===== config.mk =====
export PLATFORM = sky130hd
export DESIGN_NAME = dual_adc_serial_readout
export DESIGN_NICKNAME = d
export VERILOG_FILES = /design/src/pkg/adc_readout_pkg.sv /design/src/logic/pin_sync.sv /design/src/logic/frame_shifter.sv /design/src/logic/dual_adc_serial_readout.sv
export SDC_FILE = /design/constraint.sdc
export NUM_CORES = 1
export LEC_CHECK = 0
export BUFFER_PORTS_ARGS = -buffer_cell sky130_fd_sc_hd__buf_2
export CAP_MARGIN = 20
export CORE_UTILIZATION = 65
export DETAILED_ROUTE_END_ITERATION = 16
export PLACE_DENSITY_LB_ADDON = 0.3
export SYNTH_ARGS = -nofsm -noshare
export SYNTH_HDL_FRONTEND = slang
export SYNTH_SLANG_ARGS = --single-unit

===== constraint.sdc =====
create_clock -name i_clock -period 5.45 [get_ports i_clock]
set_input_delay 0.2725 -clock i_clock [delete_from_list [all_inputs] [get_ports i_clock]]
set_output_delay 0.2725 -clock i_clock [all_outputs]
set_load 0.02 [all_outputs]

===== src/pkg/adc_readout_pkg.sv =====
// Purpose: shared constants and types of the dual converter serial readout
// Assumes: one 40 MHz system clock; serial pins are sampled, not clocked on
// Notes:   bit positions count from the frame msb (15) down to the lsb (0)
//
// How it works
// - select fall holds, samples, converts, drives lines
// - sixteen serial clocks complete one conversion
// - track again at rise after 13 falls
// - select rise aborts conversion, floats both lines
// - line a carries converter b frame next
// - line b carries converter a frame next
// - extended read floats at 32nd rise
// - select fall gives zero, falls shift onward
// - last bit shifted out on fifteenth fall
// - frame bit 15 is always zero
// - bit 14 gives span pin from previous transfer
// - bit 13 gives converted channel
// - bit 12 gives converter identity
// - status bits precede their own result
// - early select rise enters power-down modes
// - select held past tenth fall wakes device
package adc_readout_pkg;

   ////////////////////////////////////////////////////////////////////////////
   // frame layout
   localparam int FRAME_BITS    = 16;     // one converter frame
   localparam int RESULT_BITS   = 12;     // conversion result width
   localparam int ZERO_POS      = 15;     // leading zero
   localparam int SPAN_POS      = 14;     // input span status bit
   localparam int CHANNEL_POS   = 13;     // converted channel status bit
   localparam int CONV_ID_POS   = 12;     // converter identity status bit
   localparam int STATUS_EDGES  = 3;      // falls that carry status bits

   // converter identity codes as reported in the frame
   localparam logic CONV_ID_A   = 1'h0;
   localparam logic CONV_ID_B   = 1'h1;

   ////////////////////////////////////////////////////////////////////////////
   // serial clock edge counts
   localparam logic [5:0] TRACK_FALLS   = 6'h0d;  // falls before track return
   localparam logic [5:0] FRAME_FALLS   = 6'h10;  // falls in one frame
   localparam logic [5:0] LAST_OWN_FALL = 6'h0f;  // own frame lsb goes out here
   localparam logic [5:0] EXT_RISES     = 6'h20;  // rise that floats the line
   localparam logic [5:0] PD_FIRST_FALL = 6'h02;  // earliest power-down rise
   localparam logic [5:0] PD_LAST_FALL  = 6'h09;  // latest falls seen for it
   localparam logic [5:0] WAKE_FALLS    = 6'h0a;  // falls that wake the part

   ////////////////////////////////////////////////////////////////////////////
   // reset values
   localparam logic [3:0] PIN_RESET     = 4'h1;   // select idles high
   localparam logic       SPAN_RESET    = 1'h0;

   ////////////////////////////////////////////////////////////////////////////
   // types
   typedef enum logic [1:0] {
      PWR_NORMAL,
      PWR_PARTIAL,
      PWR_FULL
   } power_state_e;

   // the four sampled pins, in synchroniser bit order
   typedef struct packed {
      logic channel;  // converted channel pin
      logic span;     // input span select pin
      logic sclk;     // serial clock
      logic cs_n;     // chip select, active low
   } pins_s;

   // status field carried behind the leading zero
   typedef struct packed {
      logic span;
      logic channel;
      logic conv_id;
   } status_s;

endpackage


===== src/logic/pin_sync.sv =====
// Purpose: two flip-flop synchroniser for asynchronous pins
// Assumes: each bit is an independent level
// Notes:   first stage feeds only the second stage
`timescale 1ns/100ps
module pin_sync #(
   parameter int               WIDTH       = 4,
   parameter logic [WIDTH-1:0] RESET_VALUE = '0
) (
   input  wire logic             i_clock,
   input  wire logic             i_sys_rst,
   input  wire logic [WIDTH-1:0] i_async,
   output logic      [WIDTH-1:0] o_sync
);

   logic [WIDTH-1:0] stage1_reg;   // metastable stage, read by stage2 only
   logic [WIDTH-1:0] stage1_next;
   logic [WIDTH-1:0] stage2_reg;   // settled copy
   logic [WIDTH-1:0] stage2_next;

   ////////////////////////////////////////////////////////////////////////////
   // next values
   always_comb begin
      stage1_next = i_async;
      stage2_next = stage1_reg;
   end

   // registers, reset to the idle level of the pins
   always_ff @(posedge i_clock) begin
      if (i_sys_rst) begin
         stage1_reg <= RESET_VALUE;
         stage2_reg <= RESET_VALUE;
      end else begin
         stage1_reg <= stage1_next;
         stage2_reg <= stage2_next;
      end
   end

   assign o_sync = stage2_reg;

endmodule


===== src/logic/frame_shifter.sv =====
// Purpose: builds and shifts the frame of one serial data output
// Assumes: i_shift pulses once per serial clock fall, with i_fall_count
//          already holding the new count of falls
// Notes:   output enable is low while the line is driven
`timescale 1ns/100ps
module frame_shifter #(
   parameter int FRAME_BITS = adc_readout_pkg::FRAME_BITS
) (
   input  wire logic                          i_clock,
   input  wire logic                          i_sys_rst,
   input  wire logic                          i_start,      // select fall
   input  wire adc_readout_pkg::status_s      i_status,     // status at start
   input  wire logic                          i_shift,      // serial fall
   input  wire logic [5:0]                    i_fall_count, // falls so far
   input  wire logic                          i_decision,   // current sar bit
   input  wire logic [FRAME_BITS-1:0]         i_other_frame,
   input  wire logic                          i_release,    // float the line
   output logic      [FRAME_BITS-1:0]         o_frame,
   output logic                               o_serial,
   output logic                               o_oe_n
);

   logic [FRAME_BITS-1:0] frame_reg;   // own frame, filled during conversion
   logic [FRAME_BITS-1:0] frame_next;
   logic                  serial_reg;  // bit on the line
   logic                  serial_next;
   logic                  oe_n_reg;    // low while driving
   logic                  oe_n_next;
   logic [3:0]            pos;         // frame position of the new bit

   ////////////////////////////////////////////////////////////////////////////
   // next values; the same position formula serves both halves of a
   // 32-clock read because it uses only the low four bits of the count
   always_comb begin
      frame_next  = frame_reg;
      serial_next = serial_reg;
      oe_n_next   = oe_n_reg;
      pos         = 4'hf - i_fall_count[3:0];
      if (i_start) begin
         // leading zero and status ahead of the result
         frame_next = '0;
         frame_next[adc_readout_pkg::SPAN_POS]    = i_status.span;
         frame_next[adc_readout_pkg::CHANNEL_POS] = i_status.channel;
         frame_next[adc_readout_pkg::CONV_ID_POS] = i_status.conv_id;
         serial_next = 1'h0;
         oe_n_next   = 1'h0;
      end else if (i_release) begin
         oe_n_next = 1'h1;
      end else if (i_shift && !oe_n_reg) begin
         if (i_fall_count <= 6'(adc_readout_pkg::STATUS_EDGES)) begin
            // status bits directly behind the zero
            serial_next = frame_reg[pos];
         end else if (i_fall_count <= adc_readout_pkg::LAST_OWN_FALL) begin
            // result msb first, lsb on the fifteenth fall
            frame_next[pos] = i_decision;
            serial_next     = i_decision;
         end else begin
            // the other converter's completed frame
            serial_next = i_other_frame[pos];
         end
      end
   end

   // registers
   always_ff @(posedge i_clock) begin
      if (i_sys_rst) begin
         frame_reg  <= '0;
         serial_reg <= 1'h0;
         oe_n_reg   <= 1'h1;
      end else begin
         frame_reg  <= frame_next;
         serial_reg <= serial_next;
         oe_n_reg   <= oe_n_next;
      end
   end

   assign o_frame  = frame_reg;
   assign o_serial = serial_reg;
   assign o_oe_n   = oe_n_reg;

endmodule


===== src/logic/dual_adc_serial_readout.sv =====
// Purpose: serial conversion and readout control of a dual converter
// Assumes: select, serial clock, span and channel pins are asynchronous and
//          much slower than i_clock; comparator bits come from same-clock logic
// Notes:   the serial clock is oversampled, so each pin edge is seen two
//          to three system cycles late
`timescale 1ns/100ps
module dual_adc_serial_readout (
   input  wire logic                        i_clock,
   input  wire logic                        i_sys_rst,
   input  wire logic                        i_cs_n,          // chip select
   input  wire logic                        i_sclk,          // serial clock
   input  wire logic                        i_span_sel,      // input span pin
   input  wire logic                        i_channel_flag,  // channel pin
   input  wire logic                        i_decision_a,    // sar bit, conv a
   input  wire logic                        i_decision_b,    // sar bit, conv b
   output logic                             o_serial_out_a,
   output logic                             o_serial_out_a_oe_n,
   output logic                             o_serial_out_b,
   output logic                             o_serial_out_b_oe_n,
   output logic                             o_hold,          // track-and-hold
   output logic                             o_conv_start,    // sample strobe
   output logic                             o_conv_abort,    // abort strobe
   output logic                             o_conv_busy,     // converting
   output logic                             o_sar_step,      // decide strobe
   output adc_readout_pkg::power_state_e    o_power_state
);

   ////////////////////////////////////////////////////////////////////////////
   // pin synchronisers

   adc_readout_pkg::pins_s pins_async;  // raw pins in struct order
   adc_readout_pkg::pins_s pins;        // settled pins

   assign pins_async = '{channel: i_channel_flag, span: i_span_sel,
                         sclk: i_sclk, cs_n: i_cs_n};

   pin_sync #(
      .WIDTH       (4),
      .RESET_VALUE (adc_readout_pkg::PIN_RESET)
   ) u_pin_sync (
      .i_clock   (i_clock),
      .i_sys_rst (i_sys_rst),
      .i_async   (pins_async),
      .o_sync    (pins)
   );

   ////////////////////////////////////////////////////////////////////////////
   // edge detection on the settled pins

   logic cs_n_prev_reg;   // last select level
   logic cs_n_prev_next;
   logic sclk_prev_reg;   // last serial clock level
   logic sclk_prev_next;
   logic cs_fall;         // transfer begins
   logic cs_rise;         // transfer ends
   logic sclk_fall;       // serial fall inside a transfer
   logic sclk_rise;       // serial rise inside a transfer

   // next values of the edge history
   always_comb begin
      cs_n_prev_next = pins.cs_n;
      sclk_prev_next = pins.sclk;
   end

   // edge history registers; select idles high
   always_ff @(posedge i_clock) begin
      if (i_sys_rst) begin
         cs_n_prev_reg <= 1'h1;
         sclk_prev_reg <= 1'h0;
      end else begin
         cs_n_prev_reg <= cs_n_prev_next;
         sclk_prev_reg <= sclk_prev_next;
      end
   end

   // serial edges count only while select is low and was low before;
   // a clock edge in the select-fall cycle is not counted, which keeps the
   // leading zero in place for hosts that toggle too early
   assign cs_fall   = cs_n_prev_reg && !pins.cs_n;
   assign cs_rise   = !cs_n_prev_reg && pins.cs_n;
   assign sclk_fall = !cs_n_prev_reg && !pins.cs_n && sclk_prev_reg && !pins.sclk;
   assign sclk_rise = !cs_n_prev_reg && !pins.cs_n && !sclk_prev_reg && pins.sclk;

   ////////////////////////////////////////////////////////////////////////////
   // transfer sequencing: edge counts, track-and-hold, conversion flags

   logic [5:0] fall_cnt_reg;      // serial falls since select fall
   logic [5:0] fall_cnt_next;
   logic [5:0] rise_cnt_reg;      // serial rises since select fall
   logic [5:0] rise_cnt_next;
   logic       hold_reg;          // track-and-hold in hold
   logic       hold_next;
   logic       busy_reg;          // conversion in progress
   logic       busy_next;
   logic       start_reg;         // one-cycle conversion start
   logic       start_next;
   logic       abort_reg;         // one-cycle abort
   logic       abort_next;
   logic       step_reg;          // one-cycle sar decision request
   logic       step_next;
   logic       ext_release;       // 32nd rise floats the line
   logic       line_release;      // any reason to float both lines

   // counts saturate so that a host clocking on past 63 does no harm;
   // the hold flag is cleared on the rise after the thirteenth fall
   always_comb begin
      fall_cnt_next = fall_cnt_reg;
      rise_cnt_next = rise_cnt_reg;
      hold_next     = hold_reg;
      busy_next     = busy_reg;
      start_next    = 1'h0;
      abort_next    = 1'h0;
      step_next     = 1'h0;
      if (cs_fall) begin
         // sample both inputs and start converting
         fall_cnt_next = '0;
         rise_cnt_next = '0;
         hold_next     = 1'h1;
         busy_next     = 1'h1;
         start_next    = 1'h1;
      end else if (cs_rise) begin
         // conversion cut short if still running
         abort_next = busy_reg;
         busy_next  = 1'h0;
         hold_next  = 1'h0;
      end else begin
         if (sclk_fall && fall_cnt_reg != 6'h3f) begin
            fall_cnt_next = fall_cnt_reg + 6'h01;
            // result decisions run while the result bits are due
            step_next = busy_reg &&
                        fall_cnt_reg >= 6'(adc_readout_pkg::STATUS_EDGES) &&
                        fall_cnt_reg <  adc_readout_pkg::LAST_OWN_FALL;
            // sixteenth fall ends the conversion
            if (fall_cnt_next == adc_readout_pkg::FRAME_FALLS) begin
               busy_next = 1'h0;
            end
         end
         if (sclk_rise && rise_cnt_reg != 6'h3f) begin
            rise_cnt_next = rise_cnt_reg + 6'h01;
            if (fall_cnt_reg >= adc_readout_pkg::TRACK_FALLS) begin
               hold_next = 1'h0;
            end
         end
      end
   end

   // sequencing registers
   always_ff @(posedge i_clock) begin
      if (i_sys_rst) begin
         fall_cnt_reg <= '0;
         rise_cnt_reg <= '0;
         hold_reg     <= 1'h0;
         busy_reg     <= 1'h0;
         start_reg    <= 1'h0;
         abort_reg    <= 1'h0;
         step_reg     <= 1'h0;
      end else begin
         fall_cnt_reg <= fall_cnt_next;
         rise_cnt_reg <= rise_cnt_next;
         hold_reg     <= hold_next;
         busy_reg     <= busy_next;
         start_reg    <= start_next;
         abort_reg    <= abort_next;
         step_reg     <= step_next;
      end
   end

   // first of the 32nd rise or select rise floats both lines
   assign ext_release  = sclk_rise &&
                         rise_cnt_reg == adc_readout_pkg::EXT_RISES - 6'h01;
   assign line_release = cs_rise || ext_release;

   ////////////////////////////////////////////////////////////////////////////
   // status capture: the span bit reports the pin as it stood at the
   // previous select fall, so the current level is kept for the next one

   logic                      span_last_reg;   // span at previous select fall
   logic                      span_last_next;
   adc_readout_pkg::status_s  status_a;        // status field of converter a
   adc_readout_pkg::status_s  status_b;        // status field of converter b

   // span history advances only on a select fall
   always_comb begin
      span_last_next = span_last_reg;
      if (cs_fall) begin
         span_last_next = pins.span;
      end
   end

   // span history register
   always_ff @(posedge i_clock) begin
      if (i_sys_rst) begin
         span_last_reg <= adc_readout_pkg::SPAN_RESET;
      end else begin
         span_last_reg <= span_last_next;
      end
   end

   // both converters share span and channel, differ only in identity
   assign status_a = '{span: span_last_reg, channel: pins.channel,
                       conv_id: adc_readout_pkg::CONV_ID_A};
   assign status_b = '{span: span_last_reg, channel: pins.channel,
                       conv_id: adc_readout_pkg::CONV_ID_B};

   ////////////////////////////////////////////////////////////////////////////
   // data lines: each line carries its own frame, then the other's frame

   logic [adc_readout_pkg::FRAME_BITS-1:0] frame_a;  // converter a frame
   logic [adc_readout_pkg::FRAME_BITS-1:0] frame_b;  // converter b frame

   frame_shifter u_line_a (
      .i_clock       (i_clock),
      .i_sys_rst     (i_sys_rst),
      .i_start       (cs_fall),
      .i_status      (status_a),
      .i_shift       (sclk_fall),
      .i_fall_count  (fall_cnt_next),
      .i_decision    (i_decision_a),
      .i_other_frame (frame_b),
      .i_release     (line_release),
      .o_frame       (frame_a),
      .o_serial      (o_serial_out_a),
      .o_oe_n        (o_serial_out_a_oe_n)
   );

   frame_shifter u_line_b (
      .i_clock       (i_clock),
      .i_sys_rst     (i_sys_rst),
      .i_start       (cs_fall),
      .i_status      (status_b),
      .i_shift       (sclk_fall),
      .i_fall_count  (fall_cnt_next),
      .i_decision    (i_decision_b),
      .i_other_frame (frame_a),
      .i_release     (line_release),
      .o_frame       (frame_b),
      .o_serial      (o_serial_out_b),
      .o_oe_n        (o_serial_out_b_oe_n)
   );

   ////////////////////////////////////////////////////////////////////////////
   // power mode: an early select rise powers down, a second one in a row
   // goes all the way; a transfer that outlasts the wake count powers up

   adc_readout_pkg::power_state_e power_reg;   // current power mode
   adc_readout_pkg::power_state_e power_next;
   logic                          early_rise;  // rise inside the window

   assign early_rise = cs_rise &&
                       fall_cnt_reg >= adc_readout_pkg::PD_FIRST_FALL &&
                       fall_cnt_reg <= adc_readout_pkg::PD_LAST_FALL;

   // the wake decision is taken on the tenth fall itself, not at the later
   // select rise, so a host that stops clocking there still wakes the part
   always_comb begin
      power_next = power_reg;
      unique case (power_reg)
         adc_readout_pkg::PWR_NORMAL: begin
            if (early_rise) begin
               power_next = adc_readout_pkg::PWR_PARTIAL;
            end
         end
         adc_readout_pkg::PWR_PARTIAL: begin
            if (early_rise) begin
               power_next = adc_readout_pkg::PWR_FULL;
            end else if (sclk_fall &&
                         fall_cnt_next == adc_readout_pkg::WAKE_FALLS) begin
               power_next = adc_readout_pkg::PWR_NORMAL;
            end
         end
         adc_readout_pkg::PWR_FULL: begin
            if (sclk_fall && fall_cnt_next == adc_readout_pkg::WAKE_FALLS) begin
               power_next = adc_readout_pkg::PWR_NORMAL;
            end
         end
         default: begin
            power_next = adc_readout_pkg::PWR_NORMAL;
         end
      endcase
   end

   // power mode register
   always_ff @(posedge i_clock) begin
      if (i_sys_rst) begin
         power_reg <= adc_readout_pkg::PWR_NORMAL;
      end else begin
         power_reg <= power_next;
      end
   end

   ////////////////////////////////////////////////////////////////////////////
   // registered outputs

   assign o_hold        = hold_reg;
   assign o_conv_start  = start_reg;
   assign o_conv_abort  = abort_reg;
   assign o_conv_busy   = busy_reg;
   assign o_sar_step    = step_reg;
   assign o_power_state = power_reg;

endmodule


==> results.json <==
{
  "status": "complete, no violations",
  "drive_above_1_share_pct": 14.3,
  "synth.ff_latch_count": 65,
  "synth_warnings": 0,
  "slowest_delay_ns": 0.77,
  "avgSynthCellArea_sq_um": 8.67,
  "routedWlPerCell_um": 15.9,
  "critPathTopFamily": "compound AO/OA/AOI/OAI gates",
  "yosys.cell_types.count": 66,
  "antenna_found_initial": 0,
  "seq_area_frac_synth_pct": 39.9,
  "layout.cells.most_common": "dfxtp_1",
  "dp_slack_ns": 2.45,
  "tns_ns": 0,
  "synth_ff_type": "dfxtp_1",
  "async_reset_ff_share_pct": 0,
  "tightest_slew_ns": 0.937,
  "ant_nets": 0,
  "vdd_ir_drop_max_mv": 0.197,
  "placed_cell_area_sq_um": 3290,
  "place.gp.congestion": 0.970,
  "n_antenna_cell": 0,
  "p_per_area_nw_per_um2": 274,
  "path_common_cell": "a21boi_0",
  "cts_setup_buffers": 0,
  "max-clock-path-buffers": 2,
  "dieWidth_um": 72.8,
  "cts_buffers": 9,
  "crit_path_start_kind": "register",
  "fin_crit_ns": 3.12,
  "stdcell_area_sq_um": 3510,
  "rsz0062_at_grt": "false",
  "fin_worst_skew_ns": 0.00884,
  "initial_utilization_pct": 68.1,
  "drt_iter0_markers": 236,
  "final_util_pct": 73.3,
  "n_fill_cell": 385,
  "hp-start": "i_cs_n",
  "min_path_type": "input pin to register",
  "ctsResizeCount": 0,
  "cts.hold.buffers_added": 0,
  "grt_max_degree": 33,
  "grt_overflow": 0,
  "fin_nets": 395,
  "stdcell_count": 451,
  "maxCapViolCount": 0,
  "cpMaxStageDelayCell": "a21oi_1",
  "crit_fanout": 13,
  "r2r-start": "fall_cnt_reg[0]",
  "grt_pass1_vias": 2551,
  "rows": 25,
  "h-tree-depth": 3,
  "timing.critical_path.buf_inv": 1,
  "setup.worst_path.end_class": "register",
  "hpwlAfterDp_um": 4980,
  "root_buffer": "clkbuf_8",
  "fin_crit_sh_pct": 57.2,
  "syn_nets": 392,
  "io_buffers": 18,
  "syn_inst": 376,
  "setup_slack_ns": 2.33,
  "dieArea_sq_um": 5300,
  "total_leakage_power_nw": 1.26,
  "cts_sinks": 65,
  "path_clk_slew_ns": 0.08,
  "clock_latency_ns": 0.34,
  "drc": 0,
  "synthToLayoutAreaGrowth_pct": 7.64,
  "maxSlewViolCount": 0,
  "cts_tree": "built",
  "track_usage_pct": 29.5,
  "crit_start": "fall_cnt_reg[0]",
  "path_cells": "inv_1 -> ha_1 -> o2111ai_1 -> a21oi_1 -> a221oi_1 -> a31oi_1 -> a21boi_0 -> a21boi_0",
  "grt_pass1_wl_um": 11800,
  "finalWirelength_um": 7180,
  "synth_edf_count": 0,
  "hold_violations": 0,
  "syn-cell-area_sq_um": 3260,
  "boundaryPins": 19,
  "critPathRequiredTime_ns": 5.72,
  "avgViaCountPerCell": 6.15,
  "worstSetupPathType": "register to register",
  "maxSlewHeadroom_pct": 37.6,
  "final_cell_mix": "dfxtp_1 (65), nand2_1 (40), a21oi_1 (35)",
  "report.final.setup_viol": 0,
  "first_pass_iters": 5,
  "fmax_mhz": 321,
  "core_area_sq_um": 4790,
  "die_h_um": 72.8,
  "via_count": 2774,
  "dpl.cell_count": 435,
  "arrival_ns": 3.38
}
## final timing paths
kind / cells after the start / end / slack (ns)
setup / recovery: 8 / u_line_a.o_serial / 2.33
hold / removal: 2 / u_pin_sync.stage1_reg[0] / 0.10
setup reg to reg: 8 / u_line_a.o_serial / 2.33
hold reg to reg: 1 / u_pin_sync.o_sync[0] / 0.41
## stage by stage
step,total power [mW],hold slack [ns]
3_5_place_dp,0.521,0.399
2_1_floorplan,0.513,0.376
6_report,0.963,0.103
5_1_grt,0.998,0.0995
3_3_place_gp,0.520,0.394
4_1_cts,0.967,0.0899
## cells in the mapped netlist (all sizes together) (3+ instances only)
cell type	number	area, sq um
dfxtp	65	1300
nand2	41	156
a21oi	36	184
nor2	35	134
nand3	26	143
buf	18	118
mux2i	14	140
nor3	10	71.3
o21ai	10	61.3
clkbuf	9	33.8
nor2b	9	56.3
ha	8	100
inv	8	30.0
and2	7	45.1
and3	7	48.8
a211oi	5	37.5
a221oi	5	50.0
a22oi	5	37.5
or2	5	31.3
nand4	4	25.0
a2bb2oi	3	26.3
a31oi	3	18.8
and4	3	26.3
nand3b	3	22.5
o211ai	3	27.5
xor2	3	26.3
## final cells by class
class | instances | area (sq um) | area share, %
sequential | 65 | 1300 | 37.1
clock buffer | 10 | 128 | 3.64
inverter | 8 | 30.0 | 0.856
timing repair buffer | 19 | 97.6 | 2.78
clock inverter | 6 | 91.3 | 2.60
tap | 67 | 83.8 | 2.39
multi-input combinational | 276 | 1780 | 50.7
## metal layers
metal  global-route usage, %  routed length, um  up-vias
li1                        -                  -     1358
met1                    38.8               3300     1316
met2                    46.8               3430       89
met3                    7.04                378       11
met4                    11.3                 78        0
met5                       0                  0        -
## cell families after synthesis
family,count (synthesis),synth area share [%]
and+or+nand+nor,157,25.3
AOI/OAI and AO/OA,91,20.1
DFF,65,39.9
buffers and inverters,35,5.56
muxes,15,4.64
adders and majority gates,8,3.07
xor gates and xnor gates,5,1.34
## where the power goes
group	internal [mW]	total [mW]	switching, mW
combinational	0.00817	0.0286	0.0204
clock	0.260	0.452	0.192
sequential	0.479	0.482	0.00244
total	0.747	0.963	0.215
Power figures use the tool's default switching activity.
